### config.mk
export PLATFORM = sky130hd
export DESIGN_NAME = seem_top
export DESIGN_NICKNAME = d
export VERILOG_FILES = /design/src/pkg/seem_pkg.sv /design/src/verilog/seem_mask_reg.sv /design/src/verilog/seem_event_layer.sv /design/src/verilog/seem_top.sv
export VERILOG_INCLUDE_DIRS = /design/src /design/src/pkg
export SDC_FILE = /design/constraint.sdc
export NUM_CORES = 1
export LEC_CHECK = 0
export BUFFER_PORTS_ARGS = -buffer_cell sky130_fd_sc_hd__buf_2
export CAP_MARGIN = 25
export CELL_PAD_IN_SITES_DETAIL_PLACEMENT = 0
export CELL_PAD_IN_SITES_GLOBAL_PLACEMENT = 2
export CORE_MARGIN = 4
export CORE_UTILIZATION = 37
export CTS_CLUSTER_SIZE = 8
export DETAILED_ROUTE_END_ITERATION = 7
export PLACE_DENSITY = 0.79
export REMOVE_ABC_BUFFERS = 1
export SLEW_MARGIN = 10
export SYNTH_ARGS = -nofsm -noshare
export SYNTH_HDL_FRONTEND = slang
export SYNTH_HIERARCHICAL = 1
export SYNTH_SLANG_ARGS = --single-unit
### constraint.sdc
create_clock -name clk_in -period 1.7 [get_ports clk_in]
set_input_delay 0 -clock clk_in [delete_from_list [all_inputs] [get_ports clk_in]]
set_output_delay 0 -clock clk_in [all_outputs]
set_load 0.005 [all_outputs]
### src/pkg/seem_map.svh
`ifndef SEEM_MAP_SVH
`define SEEM_MAP_SVH

// register select codes on the command port
`define SEEM_SEL_MEAS_EN 4'h0
`define SEEM_SEL_QUES_EN 4'h1
`define SEEM_SEL_OPER_EN 4'h2
`define SEEM_SEL_TRIG_EN 4'h3
`define SEEM_SEL_ARM_EN 4'h4
`define SEEM_SEL_TIER_EN 4'h5
`define SEEM_SEL_TRIG_EV 4'h6
`define SEEM_SEL_ARM_EV 4'h7
`define SEEM_SEL_TIER_EV 4'h8
`define SEEM_SEL_TRIG_PTR 4'h9
`define SEEM_SEL_TRIG_NTR 4'ha
`define SEEM_SEL_ARM_PTR 4'hb
`define SEEM_SEL_ARM_NTR 4'hc
`define SEEM_SEL_TIER_PTR 4'hd
`define SEEM_SEL_TIER_NTR 4'he
`define SEEM_SEL_CLEAR_ALL 4'hf

// bit positions
`define SEEM_B_FIRST_SEQ 1
`define SEEM_B_TIER_ONE 1
`define SEEM_B_TIER_TWO 2
`define SEEM_B_ALWAYS_ZERO 15

// implemented bits of each register
`define SEEM_IMPL_MEAS 16'h5bff
`define SEEM_IMPL_QUES 16'h5b13
`define SEEM_IMPL_OPER 16'h0e61
`define SEEM_IMPL_TRIG 16'h0002
`define SEEM_IMPL_ARM 16'h0002
`define SEEM_IMPL_TIER 16'h0006

// reset values
`define SEEM_RST_ENABLE 16'h0000
`define SEEM_RST_PTR 16'hffff
`define SEEM_RST_NTR 16'h0000
`define SEEM_RST_EVENTS 16'h0000

`endif

### src/pkg/seem_pkg.sv
`default_nettype none
package seem_pkg;
  // command from the host controller
  typedef struct packed {
    logic valid;
    logic write;
    logic [3:0] sel;
    logic [15:0] data;
  } seem_cmd_s;
  // answer to a query
  typedef struct packed {
    logic valid;
    logic [15:0] data;
  } seem_rsp_s;
  // summary bits toward the next register set
  typedef struct packed {
    logic meas;
    logic ques;
    logic oper;
    logic trig;
    logic arm;
    logic tier;
  } seem_summary_s;
  typedef struct packed {
    logic [15:0] value;
  } seem_mask_state_s;
  typedef struct packed {
    logic [15:0] prev;
    logic [15:0] events;
  } seem_layer_state_s;
  typedef struct packed {
    seem_rsp_s rsp;
    seem_summary_s summ;
  } seem_top_state_s;
endpackage
`default_nettype wire

### src/verilog/seem_mask_reg.sv
`include "seem_map.svh"
`default_nettype none
module seem_mask_reg
  import seem_pkg::*;
#(
  parameter logic [15:0] IMPL = 16'hffff,
  parameter logic [15:0] RST = 16'h0000
) (
  // clock, reset, enable
  input wire logic clk_in,
  input wire logic resetn_in,
  input wire logic ce_in,
  // write strobe and value
  input wire logic wr_in,
  input wire logic [15:0] data_in,
  // current contents
  output logic [15:0] value_out
);
  seem_mask_state_s st;
  seem_mask_state_s next_st;

  // whole pattern loaded at once, unimplemented bits forced low
  always_comb begin
    next_st = st;
    if (wr_in) begin
      next_st.value = data_in & IMPL;
    end
  end

  always_ff @(posedge clk_in or negedge resetn_in) begin
    if (!resetn_in) begin
      st.value <= RST & IMPL;
    end else if (ce_in) begin
      st <= next_st;
    end
  end

  assign value_out = st.value;
endmodule
`default_nettype wire

### src/verilog/seem_event_layer.sv
`include "seem_map.svh"
`default_nettype none
module seem_event_layer
  import seem_pkg::*;
#(
  parameter logic [15:0] IMPL = 16'h0002
) (
  // clock, reset, enable
  input wire logic clk_in,
  input wire logic resetn_in,
  input wire logic ce_in,
  // condition and transition filters
  input wire logic [15:0] cond_in,
  input wire logic [15:0] ptr_in,
  input wire logic [15:0] ntr_in,
  // clear all latched events
  input wire logic clr_in,
  // latched events
  output logic [15:0] events_out
);
  seem_layer_state_s st;
  seem_layer_state_s next_st;
  logic [15:0] rise;
  logic [15:0] fall;

  // edges against last sampled condition, gated by the filters
  always_comb begin
    rise = cond_in & ~st.prev & ptr_in & IMPL;
    fall = ~cond_in & st.prev & ntr_in & IMPL;
    next_st.prev = cond_in;
    // set beats clear so an edge on the clearing cycle survives
    next_st.events = ((clr_in ? 16'h0000 : st.events) | rise | fall) & IMPL;
  end

  always_ff @(posedge clk_in or negedge resetn_in) begin
    if (!resetn_in) begin
      st.prev <= 16'h0000;
      st.events <= `SEEM_RST_EVENTS;
    end else if (ce_in) begin
      st <= next_st;
    end
  end

  assign events_out = st.events;
endmodule
`default_nettype wire

### src/verilog/seem_top.sv
// Overview of operation
// - trigger layer entry/exit sets trigger bit one
// - arm layer entry/exit sets arm bit one
// - arm tier one transition sets tier bit one
// - arm tier two transition sets tier bit two
// - bit fifteen of events always zero
// - trigger, arm events only bit one
// - cleared enable bit masks event from summary
// - enabled set event sets next summary bit
// - enable written whole as one value
// - query returns current enable register contents
// - six separate enable registers exist
// - measurement enable bit layout as listed
// - questionable enable bit layout as listed
// - operation enable bit layout as listed
// - trigger, arm enables hold only bit one
// - tier enable holds bits one and two
// - rising means zero to one, filtered
`include "seem_map.svh"
`default_nettype none
module seem_top
  import seem_pkg::*;
(
  // clock, reset, enable
  input wire logic clk_in,
  input wire logic resetn_in,
  input wire logic ce_in,
  // instrument layer conditions
  input wire logic trig_layer_in,
  input wire logic arm_layer_in,
  input wire logic arm_tier_one_in,
  input wire logic arm_tier_two_in,
  // latched events of the outer register sets
  input wire logic [15:0] meas_events_in,
  input wire logic [15:0] ques_events_in,
  input wire logic [15:0] oper_events_in,
  // host command port
  input wire seem_cmd_s cmd_in,
  output seem_rsp_s rsp_out,
  // summaries toward the next register set
  output seem_summary_s summary_out
);
  seem_top_state_s st;
  seem_top_state_s next_st;

  logic take;
  logic [15:0] wr_sel;
  logic clear_all;
  logic [15:0] meas_en;
  logic [15:0] ques_en;
  logic [15:0] oper_en;
  logic [15:0] trig_en;
  logic [15:0] arm_en;
  logic [15:0] tier_en;
  logic [15:0] trig_ptr;
  logic [15:0] trig_ntr;
  logic [15:0] arm_ptr;
  logic [15:0] arm_ntr;
  logic [15:0] tier_ptr;
  logic [15:0] tier_ntr;
  logic [15:0] trig_cond;
  logic [15:0] arm_cond;
  logic [15:0] tier_cond;
  logic [15:0] trig_ev;
  logic [15:0] arm_ev;
  logic [15:0] tier_ev;
  logic trig_clr;
  logic arm_clr;
  logic tier_clr;
  logic [15:0] rd_data;

  // one-hot write strobes; commands are ignored while frozen
  always_comb begin
    take = ce_in && cmd_in.valid;
    wr_sel = 16'h0000;
    if (take && cmd_in.write) begin
      wr_sel[cmd_in.sel] = 1'b1;
    end
    clear_all = wr_sel[`SEEM_SEL_CLEAR_ALL];
  end

  // six enable registers, one per event register
  seem_mask_reg #(.IMPL(`SEEM_IMPL_MEAS), .RST(`SEEM_RST_ENABLE)) u_meas_en (
    .clk_in(clk_in),
    .resetn_in(resetn_in),
    .ce_in(ce_in),
    .wr_in(wr_sel[`SEEM_SEL_MEAS_EN]),
    .data_in(cmd_in.data),
    .value_out(meas_en)
  );
  seem_mask_reg #(.IMPL(`SEEM_IMPL_QUES), .RST(`SEEM_RST_ENABLE)) u_ques_en (
    .clk_in(clk_in),
    .resetn_in(resetn_in),
    .ce_in(ce_in),
    .wr_in(wr_sel[`SEEM_SEL_QUES_EN]),
    .data_in(cmd_in.data),
    .value_out(ques_en)
  );
  seem_mask_reg #(.IMPL(`SEEM_IMPL_OPER), .RST(`SEEM_RST_ENABLE)) u_oper_en (
    .clk_in(clk_in),
    .resetn_in(resetn_in),
    .ce_in(ce_in),
    .wr_in(wr_sel[`SEEM_SEL_OPER_EN]),
    .data_in(cmd_in.data),
    .value_out(oper_en)
  );
  seem_mask_reg #(.IMPL(`SEEM_IMPL_TRIG), .RST(`SEEM_RST_ENABLE)) u_trig_en (
    .clk_in(clk_in),
    .resetn_in(resetn_in),
    .ce_in(ce_in),
    .wr_in(wr_sel[`SEEM_SEL_TRIG_EN]),
    .data_in(cmd_in.data),
    .value_out(trig_en)
  );
  seem_mask_reg #(.IMPL(`SEEM_IMPL_ARM), .RST(`SEEM_RST_ENABLE)) u_arm_en (
    .clk_in(clk_in),
    .resetn_in(resetn_in),
    .ce_in(ce_in),
    .wr_in(wr_sel[`SEEM_SEL_ARM_EN]),
    .data_in(cmd_in.data),
    .value_out(arm_en)
  );
  seem_mask_reg #(.IMPL(`SEEM_IMPL_TIER), .RST(`SEEM_RST_ENABLE)) u_tier_en (
    .clk_in(clk_in),
    .resetn_in(resetn_in),
    .ce_in(ce_in),
    .wr_in(wr_sel[`SEEM_SEL_TIER_EN]),
    .data_in(cmd_in.data),
    .value_out(tier_en)
  );

  // transition filters; rising enabled on every implemented bit after reset
  seem_mask_reg #(.IMPL(`SEEM_IMPL_TRIG), .RST(`SEEM_RST_PTR)) u_trig_ptr (
    .clk_in(clk_in),
    .resetn_in(resetn_in),
    .ce_in(ce_in),
    .wr_in(wr_sel[`SEEM_SEL_TRIG_PTR]),
    .data_in(cmd_in.data),
    .value_out(trig_ptr)
  );
  seem_mask_reg #(.IMPL(`SEEM_IMPL_TRIG), .RST(`SEEM_RST_NTR)) u_trig_ntr (
    .clk_in(clk_in),
    .resetn_in(resetn_in),
    .ce_in(ce_in),
    .wr_in(wr_sel[`SEEM_SEL_TRIG_NTR]),
    .data_in(cmd_in.data),
    .value_out(trig_ntr)
  );
  seem_mask_reg #(.IMPL(`SEEM_IMPL_ARM), .RST(`SEEM_RST_PTR)) u_arm_ptr (
    .clk_in(clk_in),
    .resetn_in(resetn_in),
    .ce_in(ce_in),
    .wr_in(wr_sel[`SEEM_SEL_ARM_PTR]),
    .data_in(cmd_in.data),
    .value_out(arm_ptr)
  );
  seem_mask_reg #(.IMPL(`SEEM_IMPL_ARM), .RST(`SEEM_RST_NTR)) u_arm_ntr (
    .clk_in(clk_in),
    .resetn_in(resetn_in),
    .ce_in(ce_in),
    .wr_in(wr_sel[`SEEM_SEL_ARM_NTR]),
    .data_in(cmd_in.data),
    .value_out(arm_ntr)
  );
  seem_mask_reg #(.IMPL(`SEEM_IMPL_TIER), .RST(`SEEM_RST_PTR)) u_tier_ptr (
    .clk_in(clk_in),
    .resetn_in(resetn_in),
    .ce_in(ce_in),
    .wr_in(wr_sel[`SEEM_SEL_TIER_PTR]),
    .data_in(cmd_in.data),
    .value_out(tier_ptr)
  );
  seem_mask_reg #(.IMPL(`SEEM_IMPL_TIER), .RST(`SEEM_RST_NTR)) u_tier_ntr (
    .clk_in(clk_in),
    .resetn_in(resetn_in),
    .ce_in(ce_in),
    .wr_in(wr_sel[`SEEM_SEL_TIER_NTR]),
    .data_in(cmd_in.data),
    .value_out(tier_ntr)
  );

  // layer conditions placed at their event bit positions
  always_comb begin
    trig_cond = 16'h0000;
    arm_cond = 16'h0000;
    tier_cond = 16'h0000;
    trig_cond[`SEEM_B_FIRST_SEQ] = trig_layer_in;
    arm_cond[`SEEM_B_FIRST_SEQ] = arm_layer_in;
    tier_cond[`SEEM_B_TIER_ONE] = arm_tier_one_in;
    tier_cond[`SEEM_B_TIER_TWO] = arm_tier_two_in;
  end

  // a query of an event register reads and clears it
  always_comb begin
    trig_clr = clear_all || (take && !cmd_in.write && cmd_in.sel == `SEEM_SEL_TRIG_EV);
    arm_clr = clear_all || (take && !cmd_in.write && cmd_in.sel == `SEEM_SEL_ARM_EV);
    tier_clr = clear_all || (take && !cmd_in.write && cmd_in.sel == `SEEM_SEL_TIER_EV);
  end

  // three small event registers
  seem_event_layer #(.IMPL(`SEEM_IMPL_TRIG)) u_trig_ev (
    .clk_in(clk_in),
    .resetn_in(resetn_in),
    .ce_in(ce_in),
    .cond_in(trig_cond),
    .ptr_in(trig_ptr),
    .ntr_in(trig_ntr),
    .clr_in(trig_clr),
    .events_out(trig_ev)
  );
  seem_event_layer #(.IMPL(`SEEM_IMPL_ARM)) u_arm_ev (
    .clk_in(clk_in),
    .resetn_in(resetn_in),
    .ce_in(ce_in),
    .cond_in(arm_cond),
    .ptr_in(arm_ptr),
    .ntr_in(arm_ntr),
    .clr_in(arm_clr),
    .events_out(arm_ev)
  );
  seem_event_layer #(.IMPL(`SEEM_IMPL_TIER)) u_tier_ev (
    .clk_in(clk_in),
    .resetn_in(resetn_in),
    .ce_in(ce_in),
    .cond_in(tier_cond),
    .ptr_in(tier_ptr),
    .ntr_in(tier_ntr),
    .clr_in(tier_clr),
    .events_out(tier_ev)
  );

  // read mux; writes and the clear-all code read as zero
  always_comb begin
    unique case (cmd_in.sel)
      `SEEM_SEL_MEAS_EN: rd_data = meas_en;
      `SEEM_SEL_QUES_EN: rd_data = ques_en;
      `SEEM_SEL_OPER_EN: rd_data = oper_en;
      `SEEM_SEL_TRIG_EN: rd_data = trig_en;
      `SEEM_SEL_ARM_EN: rd_data = arm_en;
      `SEEM_SEL_TIER_EN: rd_data = tier_en;
      `SEEM_SEL_TRIG_EV: rd_data = trig_ev;
      `SEEM_SEL_ARM_EV: rd_data = arm_ev;
      `SEEM_SEL_TIER_EV: rd_data = tier_ev;
      `SEEM_SEL_TRIG_PTR: rd_data = trig_ptr;
      `SEEM_SEL_TRIG_NTR: rd_data = trig_ntr;
      `SEEM_SEL_ARM_PTR: rd_data = arm_ptr;
      `SEEM_SEL_ARM_NTR: rd_data = arm_ntr;
      `SEEM_SEL_TIER_PTR: rd_data = tier_ptr;
      `SEEM_SEL_TIER_NTR: rd_data = tier_ntr;
      `SEEM_SEL_CLEAR_ALL: rd_data = 16'h0000;
    endcase
  end

  // answer and summaries, registered so outputs come from flops
  always_comb begin
    next_st.rsp.valid = take && !cmd_in.write;
    next_st.rsp.data = (take && !cmd_in.write) ? rd_data : 16'h0000;
    // outer events arrive unfiltered, so mask off undefined bits too
    next_st.summ.meas = |(meas_events_in & meas_en);
    next_st.summ.ques = |(ques_events_in & ques_en);
    next_st.summ.oper = |(oper_events_in & oper_en);
    next_st.summ.trig = |(trig_ev & trig_en);
    next_st.summ.arm = |(arm_ev & arm_en);
    next_st.summ.tier = |(tier_ev & tier_en);
  end

  // frozen together with every other register while ce_in is low
  always_ff @(posedge clk_in or negedge resetn_in) begin
    if (!resetn_in) begin
      st <= '0;
    end else if (ce_in) begin
      st <= next_st;
    end
  end

  assign rsp_out = st.rsp;
  assign summary_out = st.summ;
endmodule
`default_nettype wire

After elaboration in Yosys (flattened, before gate mapping)
Index checks and enable logic that the tools add are counted.
{ "word_totals": {"out_inout_bits": 23, "register_bits": 70} }
{ "classes": {"n_bitwise": 30, "n_lt_le_gt_ge": 2, "n_eq_ne": 15, "mux": 8, "n_reduce_logical": 30} }
{ "ops": {"columns": ["op", "n"], "rows": [
  ["$pmux 16 s16", 1],
  ["$reduce_or 16->1", 6],
  ["$and 16x15->16", 2],
  ["$eq 4x4->1 const B", 8],
  ["$mux 16", 2],
  ["$reduce_and 2->1", 12],
  ["$and 2x2->2", 10],
  ["$and 16x12->16", 1],
  ["$eq 4x3->1 const B", 4],
  ["$and 3x3->3", 5],
  ["$eq 4x2->1 const B", 2],
  ["$not 2->2", 4],
  ["$or 2x2->2", 4],
  ["$logic_and 1x1->1", 7],
  ["$not 3->3", 2],
  ["$or 3x3->3", 2],
  ["$lt 4x5->1 const B", 1],
  ["$demux 1 s4", 1],
  ["$eq 4x1->1 const B", 1],
  ["$ge 4x1->1 const B", 1],
  ["$logic_not 4->1", 1],
  ["$mux 2", 2],
  ["$logic_or 1x1->1", 3],
  ["$mux 3", 1],
  ["2 further kinds", 2]
]} }

Depth between registers and ports, before layout
Gate-level depths: netlist (run 1).
{ "depth": {"word_depth": 9, "depth_mapped": 8, "mapped_depth_nobuf": 6} }

Cells and area by module
The synthesis (run 1) kept the hierarchy.
{ "by_module_without_submodules": {"columns": ["mod", "seq_area_each_um2", "cells_each", "n_inst", "area_each_um2"], "rows": [
  ["seem_top", 575.6, 462, 1, 3764.9],
  ["seem_mask_reg at u_arm_en ...", 25.0, 19, 4, 160.2],
  ["seem_mask_reg at u_meas_en", 325.3, 32, 1, 553.0],
  ["seem_event_layer at u_arm_ev ...", 50.0, 24, 2, 221.5],
  ["seem_mask_reg at u_tier_en ...", 50.0, 20, 2, 185.2],
  ["seem_mask_reg at u_ques_en", 200.2, 26, 1, 360.3],
  ["seem_mask_reg at u_oper_en", 150.1, 24, 1, 330.3],
  ["seem_mask_reg at u_arm_ptr ...", 26.3, 19, 2, 161.4],
  ["seem_event_layer at u_tier_ev", 100.1, 30, 1, 307.8],
  ["seem_mask_reg at u_tier_ptr", 52.6, 20, 1, 187.7]
]} }

Least setup slack after synthesis (run 1)
OpenSTA, ideal clock, no wires.
{ "synth_timing": {"path_type": "input -> register", "from": "input cmd_in[16] (netlist bit)", "to": "register u_meas_en.st (netlist bit u_meas_en/value_out[0])", "required_time_ns": 1.575, "n_path_buf": 2, "arrival_ns": 1.388, "setup_ns": 0.125, "slack_ns": 0.187, "cell_stages": 6, "cell_sequence": "or4_1 clkbuf_1 nor2_1 nand2_2 buf_6 mux2_4"} }
{ "synth_between": {"elab_chain_len": 6, "word_cells_on_any_way": 7, "cone_classes": "2 x order compare; 3 x mux; 2 x reduce/logical"} }
{ "synth_lines": {"columns": ["element", "line_no", "text"], "rows": [
  ["start: declaration", "seem_top.sv:38", "input wire seem_cmd_s cmd_in,"],
  ["$lt 4x5->1 (implied by the code) / $ge 4x1->1 (equally long branches)", "seem_top.sv:77", "wr_sel[cmd_in.sel] = 1'b1;"],
  ["$logic_and 1x1->1 (implied by the code)", "seem_top.sv:77", null],
  ["$mux 1 (implied by the code)", "seem_top.sv:77", null],
  ["$demux 1 s4 (*)", "seem_top.sv:77", null],
  ["$mux 16 (*)", "seem_top.sv:76", "if (take && cmd_in.write) begin"],
  ["via wr_sel[0]", "seem_top.sv:47", "logic [15:0] wr_sel;"],
  ["$reduce_and 2->1 (no line) (*)", null, null],
  ["end signal: assignment", "seem_mask_reg.sv:34", "st <= next_st;"],
  ["end: declaration", "seem_mask_reg.sv:19", "seem_mask_state_s st;"]
]} }
Mark *: on every way through the listed nets, which the timed path passes. The rest lies on a longest branch.
A chain may end at the register's enable or synchronous reset.

Final worst setup path (run 1)
{ "layout_timing": {"from": "register u_meas_en.st (netlist bit u_meas_en/value_out[8])", "to": "register st (netlist bit summary_out[5])"} }
{ "layout_between": {"elab_chain_len": 2} }
{ "layout_lines": {"columns": ["element", "line_no", "text"], "rows": [
  ["$and 16x15->16", "seem_top.sv:259", "next_st.summ.meas = |(meas_events_in & meas_en);"],
  ["$reduce_or 16->1", "seem_top.sv:259", null],
  ["end signal: assignment", "seem_top.sv:272", "st <= next_st;"],
  ["end: declaration", "seem_top.sv:43", "seem_top_state_s st;"]
]} }
Every way passes these cells.

==> flow_summary.json, run 1 <==
{
  "crit_arrival_ps": 1660,
  "vias": 5776,
  "crit_required_ps": 1910,
  "grt_setup_unrepaired": "false",
  "drc": 0,
  "wl_per_cell_um": 19.0,
  "clock.fmax_ghz": 0.691,
  "postLayoutCoreUtil": 0.406,
  "first_iter_violations": 452,
  "grt_pass1_wl_mm": 33.9,
  "die_y_um": 148,
  "setup_ws_ps": 253,
  "fillers": 1995,
  "start_kind": "register",
  "drive_gt1_frac": 0.244,
  "p_total_uw": 5350,
  "die_w_um": 148,
  "core_um2": 19400,
  "crit_path_end_kind": "register",
  "worstSetupPathType": "reg -> reg",
  "cts_made_buffers": 9,
  "clkSinkCount": 70,
  "syn_inst": 795,
  "maxSlewHeadroom": 0.446,
  "multi_input_area_um2": 4410,
  "cts.htree.levels": 3,
  "max_cap_violations": 0,
  "cts-resized-gates": 0,
  "nNetsFinal": 973,
  "antenna_found_initial": 0,
  "powerDensity_nw_per_um2": 680,
  "die-area_um2": 22000,
  "row_count": 51,
  "grt_max_degree": 38,
  "tightest_slew_ps": 827,
  "syn_area_um2": 7280,
  "gp_congestion": 0.844,
  "whs_ps": 11.1,
  "drt-total-wl_mm": 22.2,
  "fin_skew_ps": 7.69,
  "timing.setup.tns_ps": 0,
  "min_period_ps": 1450,
  "final_antenna_net_count": 0,
  "hold_viol_final": 0,
  "vias_per_cell": 4.95,
  "track_usage": 0.203,
  "post-dp-hpwl_mm": 17.1,
  "cts-root-buf": "clkbuf_16",
  "status": "finished clean",
  "seqCellArea_um2": 1760,
  "ctsLongestPathBuffers": 2,
  "synthToLayoutAreaGrowth_pct": 8.10,
  "clock_latency_ps": 350,
  "path_max_fanout": 3,
  "cts_tree": "done",
  "start_util": 0.375,
  "port_buffers": 97,
  "grt_pass1_vias": 5616,
  "p_leak_uw": 0.00373,
  "hold_class": "in -> reg",
  "first_pass_iters": 5,
  "ios": 100,
  "fin_crit_sh": 0.851,
  "synth_warnings": 6,
  "gr-total-overflow": 0,
  "finalSetupViolCount": 0,
  "maxSlewViolCount": 0,
  "path_clk_slew_ps": 60,
  "place_ws_ps": 153,
  "vdd_drop_max_uv": 491,
  "syn_avg_cell_area_um2": 9.15,
  "n_antenna_cell": 0
}
-- state kept, by name, summed over array words and instances, names as in the netlist --
register	flops
u_tier_en/value_out	2
u_trig_en/value_out	1
u_ques_en/value_out	8
u_trig_ev/events_out	1
u_tier_ptr/value_out	2
u_meas_en/value_out	13
u_arm_en/value_out	1
u_arm_ntr/value_out	1
u_trig_ev/st	1
u_arm_ev/events_out	1
u_tier_ev/st	2
summary_out	6
u_arm_ptr/value_out	1
u_arm_ev/st	1
u_tier_ev/events_out	2
u_trig_ptr/value_out	1
u_tier_ntr/value_out	2
rsp_out	17
u_trig_ntr/value_out	1
u_oper_en/value_out	6
-- cell type report --
type                    count  area share
inverters                   2    0.000954
repair buffers            158       0.132
clock inverters             6      0.0110
clock buffers              10      0.0291
multi-input cells         655       0.561
flip-flops and latches     70       0.223
well taps                 265      0.0422
-- per-layer routing --
metal | routed length, um | GRT usage | vias to the layer above
met4 | 416 | 0.0573 | 0
li1 | - | - | 2823
met3 | 688 | 0.0241 | 16
met2 | 10500 | 0.332 | 124
met5 | 0 | 0 | -
met1 | 10500 | 0.285 | 2813
-- critical path, stage by stage, from the launching register on --
cell	delay [ps]
dfrtp_1	400
a22o_1	230
a221oi_1	230
and3_1	320
a41oi_1	140
-- through the flow --
| stage | cells | area [um2] |
|---|---|---|
| after floorplan | 727 | 6160 |
| after global placement | 1132 | 7360 |
| after detailed placement | 1132 | 7370 |
| after CTS | 1166 | 7870 |
| after global routing | 1166 | 7870 |
| final | 1166 | 7870 |
-- timing repair --
action                                 4_1_cts  5_1_grt
endpoints found under the hold margin      100        0
buffers inserted                             0        0
hold buffers                                18        0
-- cell usage in the layout (no fill, tap or decap), types with 16 or more instances in the layout --
| cell type | n |
|---|---|
| conb_1 | 197 |
| buf_2 | 96 |
| dfrtp_1 | 66 |
| nand2_1 | 41 |
| buf_4 | 40 |
| a22oi_1 | 37 |
| a221oi_1 | 28 |
| mux2i_1 | 27 |
| mux2_2 | 26 |
| mux2_4 | 24 |
| a211o_1 | 22 |
| nor2_1 | 20 |
| a22o_1 | 19 |
| nand2b_1 | 18 |
| dlygate4sd3_1 | 18 |
| a211oi_1 | 16 |
-- report_power, final --
part           switching [uW]  total, uW  internal, uW
Combinational             681       1280           599
Clock                     799       2080          1280
Sequential                161       1990          1830
-- worst paths after layout --
kind / cells after the start / slack [ps] / end / startpoint
setup / recovery: 4 / 250 / summary_out[5] / u_meas_en/value_out[8]
hold / removal: 3 / 10 / summary_out[5] / meas_events_in[11]
setup reg to reg: 4 / 250 / summary_out[5] / u_meas_en/value_out[8]
hold reg to reg: 2 / 520 / rsp_out[16] / rsp_out[16]
max in group asynchronous: 3 / 1050 / u_tier_ptr/value_out[2] / resetn_in
min in group asynchronous: 2 / 90 / rsp_out[11] / resetn_in
No activity file was read; power rests on OpenSTA's default activity.
==> run 2, diff against run 1 <==
Settings changed: CORE_MARGIN 4 to 2.
==> run 2 against run 1 <==
  * Critical endpoint unchanged
  * Design area decreased by 0.89%
  * Largest cell class unchanged
  * Hold slack improved by 32 ps
  * Maximum frequency decreased by 2.1%
  * Non-clock buffer count decreased by 8
  * Largest power group is now registers
  * Global-route usage increased by 1.9 points
  * Cell count decreased by 0.69%
  * Register-to-register slack got worse by 30 ps
  * Count of clock-buffer cells in the layout increased by 1
==> flow_summary.json, run 2 (synthesis results as in run 1) <==
{
  "status": "finished clean",
  "crit_arrival_ps": 1680,
  "grt_max_degree": 57,
  "finalInstanceArea_um2": 7800,
  "vdd_drop_max_uv": 462,
  "fin_skew_ps": 9.28,
  "layout_commonest_cell": "conb_1",
  "p_leak_uw": 0.00368,
  "drc": 0,
  "nNetsFinal": 965,
  "cts.htree.levels": 3,
  "final_antenna_net_count": 0,
  "row_count": 51,
  "grt_setup_unrepaired": "false",
  "ios": 100,
  "maxSlewHeadroom": 0.645,
  "ctsLongestPathBuffers": 2,
  "post_dp_cell_area_um2": 7310,
  "drive_gt1_frac": 0.237,
  "die_y_um": 144,
  "most-common-layout-cells": "conb_1, buf_2, dfrtp_1",
  "vias_per_cell": 4.95,
  "die_w_um": 144,
  "finalSetupViolCount": 0,
  "reg2reg_depth": 4,
  "core_um2": 19400,
  "multi_input_area_um2": 4410,
  "cts_setup_buffers": 0,
  "start_kind": "register",
  "grt_pass1_wl_mm": 34.3,
  "crit_required_ps": 1900,
  "first_pass_iters": 5,
  "min_period_ps": 1480,
  "hold_viol_final": 0,
  "vias": 5735,
  "powerDensity_nw_per_um2": 673,
  "cts-root-buf": "clkbuf_16",
  "worstSetupPathType": "reg -> reg",
  "clock_latency_ps": 350,
  "cp_cell_sequence": "a22o_1 -> a221oi_1 -> and3_1 -> a41oi_1",
  "r2r_start": "u_meas_en/value_out[8]",
  "p_clk_frac": 0.377,
  "cts_tree": "done",
  "power_frac_seq": 0.380,
  "power_frac_comb": 0.243,
  "wl_per_cell_um": 19.3,
  "maxSlewViolCount": 0,
  "tightest_slew_ps": 532,
  "die-area_um2": 20800,
  "drt-total-wl_mm": 22.4,
  "fillers": 2083,
  "min_path_cells": 3,
  "timing.setup.tns_ps": 0,
  "hold_start": "ques_events_in[9]",
  "p_int_uw": 3600,
  "path_max_fanout": 3,
  "antenna_found_initial": 0,
  "start_util": 0.375,
  "clkSinkCount": 70,
  "netSwitchingFraction": 0.315,
  "synthToLayoutAreaGrowth_pct": 7.14,
  "hold_end": "summary_out[4]",
  "post-dp-hpwl_mm": 16.6,
  "max_cap_violations": 0,
  "gr-total-overflow": 0,
  "fin_crit_sh": 0.870,
  "r2r-end": "summary_out[5]",
  "critPathSlowestCell": "dfrtp_1",
  "n_antenna_cell": 0,
  "grt_pass1_vias": 5668,
  "first_iter_violations": 358,
  "hold_class": "in -> reg",
  "cts_made_buffers": 9,
  "largest_reg_flops": 17,
  "track_usage": 0.222,
  "gp_congestion": 0.858,
  "crit_path_end_kind": "register",
  "port_buffers": 97,
  "power.switching_uw": 1650,
  "clock.fmax_ghz": 0.676,
  "seqCellArea_um2": 1760,
  "rrSetupSlack_ps": 220,
  "crit_path_max_incr_delay_ps": 400,
  "path_clk_slew_ps": 60
}
[run 2: changes by cell type in the layout (fill, tap and decap cells not counted), sizes merged]
cell | before | now
buf | 140 | 132
bufinv | 2 | 1
clkbuf | 10 | 11
clkinv | 3 | 2
clkinvlp | 1 | 2
[run 2: critical path, delay by kind of cell (launching register included)]
family / cells / cell delay (ps)
flops: 1 / 400
compound gates: 3 / 610
simple gates: 1 / 330
[run 2: through the flow]
| step | hold WS, ps | total power, uW | instances | utilization | worst slack [ps] |
|---|---|---|---|---|---|
| floorplan | -296 | 2620 | 727 | - | -104 |
| global placement | 4.46 | 3180 | 1124 | 0.377 | 161 |
| detailed placement | 10.9 | 3190 | 1124 | 0.377 | 149 |
| CTS | 33.7 | 5210 | 1158 | 0.402 | 220 |
| global route | 66.5 | 5510 | 1158 | 0.402 | 156 |
| finish | 42.7 | 5250 | 1158 | 0.402 | 221 |
[run 2: what timing repair did]
item / 4_1_cts / 5_1_grt
resized for setup: 0 / 0
hold buffers: 18 / 0
hold endpoints to repair: 62 / 0
[run 2: routing by layer]
metal  GRT usage  up-vias  routed length (um)
met4      0.0455        0                 250
met3      0.0245        8                 647
met2       0.359       99               10600
met5           0        -                   0
met1       0.322     2829               10900
li1            -     2799                   -
[run 2: cell type report]
class | instances | share of cell area
sequential | 70 | 0.225
multi-input combinational | 655 | 0.565
clock buffer | 11 | 0.0311
inverter | 2 | 0.000963
clock inverter | 5 | 0.00754
timing repair buffer | 150 | 0.127
tap | 265 | 0.0425
[run 2: worst max-delay path by stage]
| stage | from | to | slack (ps) | cells past startpoint |
|---|---|---|---|---|
| after floorplan | cmd_in[18] | u_arm_en/value_out[1] | -100 | 4 |
| after global placement | cmd_in[17] | rsp_out[4] | 160 | 6 |
| after detailed placement | cmd_in[16] | u_ques_en/value_out[8] | 150 | 7 |
| after CTS | u_meas_en/value_out[8] | summary_out[5] | 220 | 4 |
| after global routing | u_tier_ev/events_out[2] | summary_out[0] | 160 | 4 |
| final | u_meas_en/value_out[8] | summary_out[5] | 220 | 4 |
[run 2: power groups by stage]
stage	clock network (uW)	registers [uW]	logic, uW
6_report	1980	1990	1280
5_1_grt	2090	2010	1410
4_1_cts	2020	1990	1200
2_1_floorplan	0	1940	677
3_5_place_dp	0	2020	1170
3_3_place_gp	0	2020	1160
